`config.mk`:
```
export PLATFORM = sky130hd
export DESIGN_NAME = xtal_trim
export DESIGN_NICKNAME = d
export VERILOG_FILES = /design/src/xtal_trim_pkg.sv /design/src/xtal_trim.sv
export SDC_FILE = /design/constraint.sdc
export NUM_CORES = 1
export LEC_CHECK = 0
export BUFFER_PORTS_ARGS = -buffer_cell sky130_fd_sc_hd__buf_2
export CELL_PAD_IN_SITES_DETAIL_PLACEMENT = 0
export CELL_PAD_IN_SITES_GLOBAL_PLACEMENT = 1
export CORE_MARGIN = 1
export CORE_UTILIZATION = 45
export CTS_CLUSTER_DIAMETER = 60
export CTS_CLUSTER_SIZE = 12
export DETAILED_ROUTE_END_ITERATION = 10
export HOLD_SLACK_MARGIN = 0.02
export PLACE_DENSITY_LB_ADDON = 0.25
export RECOVER_POWER = 100
export REMOVE_ABC_BUFFERS = 1
export SYNTH_ARGS = -nofsm -noshare
export SYNTH_HDL_FRONTEND = slang
export SYNTH_SLANG_ARGS = --single-unit
```
`constraint.sdc`:
```
create_clock -name CLK_SYS -period 4.4 [get_ports CLK_SYS]
set_input_delay 0.44 -clock CLK_SYS [delete_from_list [all_inputs] [get_ports CLK_SYS]]
set_output_delay 0.44 -clock CLK_SYS [all_outputs]
set_load 0.03 [all_outputs]
```
`src/xtal_trim_pkg.sv`:
```
package xtal_trim_pkg;

  // counting window choices, in received bits
  localparam logic [1:0] WIN_8          = 2'h0;
  localparam logic [1:0] WIN_16         = 2'h1;
  localparam logic [1:0] WIN_32         = 2'h2;
  localparam logic [1:0] WIN_64         = 2'h3;

  // pulse kinds to count
  localparam logic [1:0] COUNT_UP_BIT   = 2'h0;
  localparam logic [1:0] COUNT_DOWN_BIT = 2'h1;

  // register offsets on the plain port
  localparam logic [3:0] OFS_CTRL       = 4'h0;
  localparam logic [3:0] OFS_TRIM       = 4'h1;
  localparam logic [3:0] OFS_COUNT      = 4'h2;
  localparam logic [3:0] OFS_STATUS     = 4'h3;

  // control field positions
  localparam int         CTRL_WIN_LSB   = 0;
  localparam int         CTRL_KIND_LSB  = 2;
  localparam int         CTRL_START_BIT = 4;

  // reset values and the shortest window length
  localparam logic [4:0] TRIM_RESET     = 5'h10;
  localparam logic [3:0] CTRL_RESET     = 4'h0;
  localparam logic [6:0] WIN_BITS_8     = 7'h08;

  // register bus request carried as one bundle
  typedef struct packed {
    logic       wr;
    logic       rd;
    logic [3:0] addr;
    logic [7:0] wdata;
  } bus_req_t;

  // estimator state codes, one-hot
  typedef enum logic [1:0] {
    ST_IDLE  = 2'b01,
    ST_COUNT = 2'b10
  } est_state_t;

endpackage : xtal_trim_pkg
```
`src/xtal_trim.sv`:
```
`timescale 1ns/1ps
// Functional notes
// - count up, down or both over n bits
// - signed 8-bit count wraps at limits
// - higher trim adds load, lowers frequency
// - trim 16 sits mid tuning range
module xtal_trim (
  // clock and reset
  input  wire logic       CLK_SYS,
  input  wire logic       RESET,
  // register port
  input  wire logic       REG_WR,
  input  wire logic       REG_RD,
  input  wire logic [3:0] REG_ADDR,
  input  wire logic [7:0] REG_WDATA,
  output logic      [7:0] REG_RDATA,
  // demodulator pulses and bit clock, asynchronous
  input  wire logic       DEMOD_UP,
  input  wire logic       DEMOD_DOWN,
  input  wire logic       BIT_CLK,
  // crystal load trim to the analog oscillator
  output logic      [4:0] XTAL_TRIM,
  output logic            COUNT_BUSY
);

  xtal_trim_pkg::bus_req_t req;            // bundled bus request
  logic [3:0]              ctrl;           // window and pulse kind
  logic [4:0]              trim;           // crystal load setting
  logic signed [7:0]       freq_error_count; // signed tally
  logic [6:0]              bits_left;      // bits remaining in window
  logic [6:0]              next_bits;      // window length decoded
  xtal_trim_pkg::est_state_t state;        // estimator state
  logic [2:0]              up_meta;        // up pulse sync and edge
  logic [2:0]              dn_meta;        // down pulse sync and edge
  logic [2:0]              bclk_meta;      // bit clock sync and edge
  logic                    up_evt;         // one up pulse seen
  logic                    dn_evt;         // one down pulse seen
  logic                    bit_evt;        // one bit period elapsed
  logic                    count_up;       // up pulses enabled
  logic                    count_dn;       // down pulses enabled
  logic                    start;          // software start request

  assign req.wr    = REG_WR;
  assign req.rd    = REG_RD;
  assign req.addr  = REG_ADDR;
  assign req.wdata = REG_WDATA;
  assign start     = req.wr && req.addr == xtal_trim_pkg::OFS_CTRL
                     && req.wdata[xtal_trim_pkg::CTRL_START_BIT];

  // pin inputs pass two flops; third stage only for edge detect
  // limitation: a pin pulse shorter than one clock period may be lost,
  // so the demodulator pulses must span at least two clocks
  always_ff @(posedge CLK_SYS) begin
    if (RESET) begin
      up_meta   <= 3'h0;
      dn_meta   <= 3'h0;
      bclk_meta <= 3'h0;
    end else begin
      up_meta   <= {up_meta[1:0], DEMOD_UP};
      dn_meta   <= {dn_meta[1:0], DEMOD_DOWN};
      bclk_meta <= {bclk_meta[1:0], BIT_CLK};
    end
  end

  // rising edges, only from second and third stages
  assign up_evt  = up_meta[1] & ~up_meta[2];
  assign dn_evt  = dn_meta[1] & ~dn_meta[2];
  assign bit_evt = bclk_meta[1] & ~bclk_meta[2];

  // pulse kind selection: both means up minus down
  assign count_up = ctrl[xtal_trim_pkg::CTRL_KIND_LSB +: 2]
                    != xtal_trim_pkg::COUNT_DOWN_BIT;
  assign count_dn = ctrl[xtal_trim_pkg::CTRL_KIND_LSB +: 2]
                    != xtal_trim_pkg::COUNT_UP_BIT;

  // window length: 8 shifted by the two-bit code; taken from the write
  // data, because the control register only takes the new code at the
  // same edge that launches the window
  always_comb begin
    next_bits = xtal_trim_pkg::WIN_BITS_8 << req.wdata[xtal_trim_pkg::CTRL_WIN_LSB +: 2];
  end

  // control register: window, pulse kind
  always_ff @(posedge CLK_SYS) begin
    if (RESET) begin
      ctrl <= xtal_trim_pkg::CTRL_RESET;
    end else if (req.wr && req.addr == xtal_trim_pkg::OFS_CTRL) begin
      ctrl <= req.wdata[3:0];
    end
  end

  // trim register; larger value adds load, slowing the crystal
  always_ff @(posedge CLK_SYS) begin
    if (RESET) begin
      trim <= xtal_trim_pkg::TRIM_RESET;
    end else if (req.wr && req.addr == xtal_trim_pkg::OFS_TRIM) begin
      trim <= req.wdata[4:0];
    end
  end

  // estimator window sequencing
  always_ff @(posedge CLK_SYS) begin
    if (RESET) begin
      state     <= xtal_trim_pkg::ST_IDLE;
      bits_left <= 7'h00;
    end else if (start) begin
      // restart wins over a running window
      state     <= xtal_trim_pkg::ST_COUNT;
      bits_left <= next_bits;
    end else begin
      unique case (state)
        xtal_trim_pkg::ST_IDLE: begin
          bits_left <= bits_left;
        end
        xtal_trim_pkg::ST_COUNT: begin
          if (bit_evt) begin
            bits_left <= bits_left - 7'h01;
            if (bits_left == 7'h01) begin
              state <= xtal_trim_pkg::ST_IDLE;
            end
          end
        end
        default: begin
          state <= xtal_trim_pkg::ST_IDLE;
        end
      endcase
    end
  end

  // signed tally; natural 8-bit arithmetic gives the wrap
  always_ff @(posedge CLK_SYS) begin
    if (RESET) begin
      freq_error_count <= 8'sh00;
    end else if (start) begin
      // a new window always starts from zero
      freq_error_count <= 8'sh00;
    end else if (state == xtal_trim_pkg::ST_COUNT) begin
      // simultaneous up and down cancel out when both kinds are counted
      freq_error_count <= freq_error_count
                          + ((count_up && up_evt) ? 8'sh01 : 8'sh00)
                          - ((count_dn && dn_evt) ? 8'sh01 : 8'sh00);
    end
  end

  // read data one cycle after the strobe; unmapped reads zero
  always_ff @(posedge CLK_SYS) begin
    if (RESET) begin
      REG_RDATA <= 8'h00;
    end else if (req.rd) begin
      unique case (req.addr)
        xtal_trim_pkg::OFS_CTRL:   REG_RDATA <= {4'h0, ctrl};
        xtal_trim_pkg::OFS_TRIM:   REG_RDATA <= {3'h0, trim};
        xtal_trim_pkg::OFS_COUNT:  REG_RDATA <= freq_error_count;
        xtal_trim_pkg::OFS_STATUS: REG_RDATA <= {7'h00, state == xtal_trim_pkg::ST_COUNT};
        default:                   REG_RDATA <= 8'h00;
      endcase
    end else begin
      REG_RDATA <= 8'h00;
    end
  end

  // registered outputs to the oscillator and status pin
  // trim reaches the pin one edge after the register, two after the write
  always_ff @(posedge CLK_SYS) begin
    if (RESET) begin
      XTAL_TRIM  <= xtal_trim_pkg::TRIM_RESET;
      COUNT_BUSY <= 1'b0;
    end else begin
      XTAL_TRIM  <= trim;
      COUNT_BUSY <= state == xtal_trim_pkg::ST_COUNT;
    end
  end
endmodule : xtal_trim

```
Yosys cells after proc, flatten, opt, wreduce, memory -nomap -nowiden
Index checks and enable logic that the tools add are counted.
- equal/unequal tests: 10
- bitwise gates (word level): 7
- add/sub/neg operators: 3
- shifts and indexed selects: 1
- reduce and logical (&&, ||, !) cells: 13
- multiplexer cells: 10
- operators by type and width (kind ; number):
    $pmux W8 S4 ; 1
    $mux W7 ; 3
    $add A8 B2 Y8 ; 1
    $eq A4 B2 Y1 const B ; 2
    $sub A8 B2 Y8 ; 1
    $eq A7 B1 Y1 const B ; 1
    $shl A4 B2 Y7 const A ; 1
    $sub A7 B1 Y7 const B ; 1
    $mux W2 ; 3
    $ne A3 B3 Y1 const B ; 2
    $reduce_bool A2 Y1 ; 3
    $logic_and A1 B1 Y1 ; 5
    $eq A4 B1 Y1 const B ; 1
    $logic_not A4 Y1 ; 1
    $not A1 Y1 ; 4
    $pmux W2 S2 ; 1
    $reduce_or A2 Y1 ; 2
    $and A1 B1 Y1 ; 3
    $reduce_and A3 Y1 ; 1
    $eq A2 B1 Y1 const B ; 1
    $eq A2 B2 Y1 const B ; 1
    $mux W1 ; 2
    $ne A2 B1 Y1 const B ; 1
    $ne A2 B2 Y1 const B ; 1
    $reduce_and A2 Y1 ; 1
- input port bits: 19
- output and inout port bits: 14
- flip-flop bits (word level): 49
- logic and storage cells: 55

Logic depth before layout (Yosys ltp)
- word-level depth: 6
- gate-level depth with buffers: 11
- depth with buffers taken out: 11

Worst setup path after synthesis
No wires, ideal clock.
- path kind: reg-to-reg
- start: register ctrl[3]
- end: register freq_error_count[6]
- slack: 2.098 ns
- path buffers: 0
- arrival: 2.173 ns
- data required time: 4.271 ns
- cell stages (with the launch flop): 12
- clock period less this slack: 2.302 ns
- library setup time: 0.129 ns
- path through: dfxtp_1 nand2b_1 nand3b_1 ha_1 inv_1 ha_1 fa_1 a211oi_1 o21bai_1 a21oi_1 or4_1 o311ai_1
- cells in the longest elaborated chain, start to end: 5
- elaborated cells between the ends (all ways): 8
- classes of those cells: add/sub: 2; eq/ne: 1; mux: 2; reduce/logical: 3
- RTL lines (item ; line ; RTL):
    start, declared ; xtal_trim.sv:27 ; logic [3:0] ctrl;
    start signal, assigned ; xtal_trim.sv:86 ; ctrl <= xtal_trim_pkg::CTRL_RESET;
    start signal, assigned ; xtal_trim.sv:88 ; ctrl <= req.wdata[3:0];
    $ne A2 B1 Y1 ; xtal_trim.sv:72 ; != xtal_trim_pkg::COUNT_DOWN_BIT;
    $logic_and A1 B1 Y1 ; xtal_trim.sv:140 ; + ((count_up && up_evt) ? 8'sh01 : 8'sh00)
    $mux W1 ; xtal_trim.sv:140 ;
    $add A8 B2 Y8 ; xtal_trim.sv:140 ;
    $sub A8 B2 Y8 * ; xtal_trim.sv:141 ; - ((count_dn && dn_evt) ? 8'sh01 : 8'sh00);
    end signal, assigned ; xtal_trim.sv:139 ; freq_error_count <= freq_error_count
    end, declared ; xtal_trim.sv:29 ; logic signed [7:0] freq_error_count;
Every way passes the cells marked *; elsewhere a longest branch is shown, timed or not.
A chain may end at the register's enable or synchronous reset.

Worst setup path in the final report
Ends and elaborated chain as after synthesis.

==> results.yml <==
outcome:
  status: "finished with violations"
  violations: "design-rule violations"
route:
  drt_iter0_markers: 114
  viasPerCell: 5.107
  first_pass_iters: 7
  drc: 1
  vias: 1629
  totalWireLength_mm: 3.922
  wl_per_cell_um: 12.29
  antenna_left: 0
yosys:
  synth_edf_count: 0
  ys_top_cells_by_count: "dfxtp_1, nor2_1, a21oi_1"
  ys_ff_latch: 49
  yosysUniqueCellTypes: 39
  synth_cells: 241
  synthFlopType: "dfxtp_1"
  synth_area_leaders: "dfxtp_1, ha_1, a21oi_1"
  async_reset_ff_share_pct: 0
  yosysMostFrequentCell: "dfxtp_1"
  yosysSeqAreaShare_pct: 45.40
  yosysTopAreaCell: "dfxtp_1"
  syn_area_sq_um: 2161
  yosys.area.top_type_share_pct: 45.40
  ys_warn_count: 0
  avgSynthCellArea_sq_um: 8.966
power_and_ir_drop:
  p_sw_w: 0.0001759
  p_per_area_nw_per_um2: 336.7
  p_int_w: 0.0006311
  pwr-share-clk_pct: 40.0
  combPwrFrac_pct: 4.1
  seq_power_share_pct: 55.8
  p_leak_nw: 0.9349
  vdd_drop_max_v: 0.0001823
  switching_share_pct: 21.80
cts:
  clk_path_buf_depth: 2
  cts_sinks: 49
  insertion_delay_ps: 310
  cts_hold_buf: 0
  path_clk_slew_ps: 100
  cts_buffers: 5
  clock-root-buffer: "clkbuf_8"
  cts_max_level: 2
  cts_tree: "built"
  cts_resized: 0
  post_cts.repair.setup_buffers: 0
grt:
  grt_pass1_vias: 1468
  overflow: 0
  grt_max_degree: 30
  antenna_found_initial: 0
  grt_pass1_wl_mm: 6.810
  track_usage_pct: 17.22
timing:
  finalClockSkew_ps: 7.673
  clock.fmax_mhz: 384.6
  min_period_over_period_pct: 59.09
  timing.setup.tns_ps: 0
  finalHoldWorstSlack_ps: 336.3
  worst_slew_margin_rel_pct: 21.54
  min_period_ps: 2600
  finalHoldViolCount: 0
  rsz0062_at_grt: "no"
  worstMarginPinSlew_ps: 1177
  setup_violations: 0
  report.final.slew_viol_count: 0
place:
  dpl.hpwl_mm: 2.817
  port_buffers: 29
  gp_congestion: 0.8355
floorplanning:
  die_area_sq_um: 5083
  core_sq_um: 4474
  io_pins: 33
  fp-row-count: 24
  die_h_um: 71.30
  start_util_pct: 48.29
  die_width_um: 71.30
setup_path:
  startpoint: "ctrl[3]"
  worstSetupPathType: "flop to flop"
  crit_slowest_cell: "fa_1"
  crit_chain: "nand2b_1, nand3b_1, ha_1, inv_1, ha_1, fa_1, a211oi_1, o21bai_1, a21oi_1, or4_1, o311ai_0"
  critPathRequiredTime_ps: 4560
  crit_path_end_kind: "flop"
  r2r_start: "ctrl[3]"
  crit_top_cell: "ha_1"
  slowest_delay_ps: 430
  crit_path_max_fanout: 4
  arrival_ps: 2760
  r2r_setup_slack_ps: 1800
  critPathBufInv: 1
  cp-start-kind: "flop"
  path_delay_family: "adder cells"
flow_run:
  drv_cap: 0
layout:
  num_antenna_cells: 0
  nets: 296
  syn_to_final_growth_pct: 10.94
  drive_gt1_share_pct: 8.614
worst_hold_path:
  hp-start: "DEMOD_DOWN"
  hp-class: "primary input to flop"
-- power groups by stage --
stage	clock network [W]	registers, W	logic [W]
after floorplan	0	0.000461	0.0000149
after global placement	0	0.000461	0.0000349
after detailed placement	0	0.000461	0.0000349
after CTS	0.000335	0.000451	0.0000350
after global routing	0.000350	0.000451	0.0000376
final	0.000323	0.000451	0.0000335
-- layer usage --
| metal | vias up | GRT usage, % | wire [um] |
|---|---|---|---|
| li1 | 862 | - | - |
| met1 | 729 | 24.37 | 1995 |
| met2 | 32 | 25.29 | 1671 |
| met3 | 6 | 4.360 | 195 |
| met4 | 0 | 6.667 | 59 |
| met5 | - | 0 | 0 |
-- registers in the layout (all words and copies together) (netlist names) --
name              count
bclk_meta             3
REG_RDATA             8
up_meta               3
bits_left             7
ctrl                  4
freq_error_count      8
XTAL_TRIM             5
dn_meta               3
COUNT_BUSY            1
state                 2
trim                  5
-- final timing paths --
kind	to	cells after the start
setup / recovery	freq_error_count[6]	11
hold / removal	dn_meta[0]	2
setup reg to reg	freq_error_count[6]	11
hold reg to reg	up_meta[1]	1
-- logic make-up (layout without fill, tap and decap cells) --
| family | count (synthesis) | after routing | share of synthesized area (%) |
|---|---|---|---|
| DFF | 49 | 49 | 45.40 |
| muxes | 7 | 7 | 3.243 |
| buffers and inverters | 25 | 51 | 5.269 |
| AOI/OAI and AO/OA | 47 | 47 | 12.91 |
| and+or+nand+nor | 93 | 93 | 22.81 |
| xor gates and xnor gates | 9 | 9 | 3.648 |
| adders and majority gates | 11 | 11 | 6.717 |
-- cells in the final DEF (no fill, tap or decap), types with 2 or more instances in the layout --
cell type / netlist / layout
nor4_1: 2 / 2
clkbuf_8: 0 / 5
clkbuf_1: 7 / 17
a211o_1: 2 / 2
and2_1: 3 / 3
nor2b_1: 16 / 16
dfxtp_1: 49 / 49
a211oi_1: 7 / 7
mux2i_1: 7 / 7
xor2_1: 5 / 5
or4_1: 2 / 2
xnor2_1: 4 / 4
nor2_1: 25 / 25
nor3_1: 3 / 3
o21ai_0: 7 / 7
buf_2: 1 / 12
nand2_1: 22 / 22
a21o_1: 2 / 2
o211ai_1: 2 / 2
a21oi_1: 24 / 24
nand3_1: 5 / 5
ha_1: 10 / 10
inv_1: 14 / 14
nand3b_1: 3 / 3
nand2b_1: 2 / 2
nor4bb_1: 2 / 2
-- final cells by class --
class	instances	area (sq um)
sequential	49	980.9
fill	449	2077
clock inverter	3	46.29
clock buffer	5	68.82
multi-input combinational	167	1060
inverter	14	52.55
tap	52	65.06
timing repair buffer	29	123.9
-- metrics by stage --
stage	power (W)	worst slack, ps	util [%]	cell area (sq um)	std cells
final	0.0008071	1800	53.58	2397	319
after floorplan	0.0004761	2089	-	2100	230
after detailed placement	0.0004959	1833	51.62	2310	311
after CTS	0.0008203	1823	54.19	2425	319
after global placement	0.0004958	1883	51.62	2310	311
after global routing	0.0008383	1546	53.58	2397	319
Power figures use the tool's default switching activity.
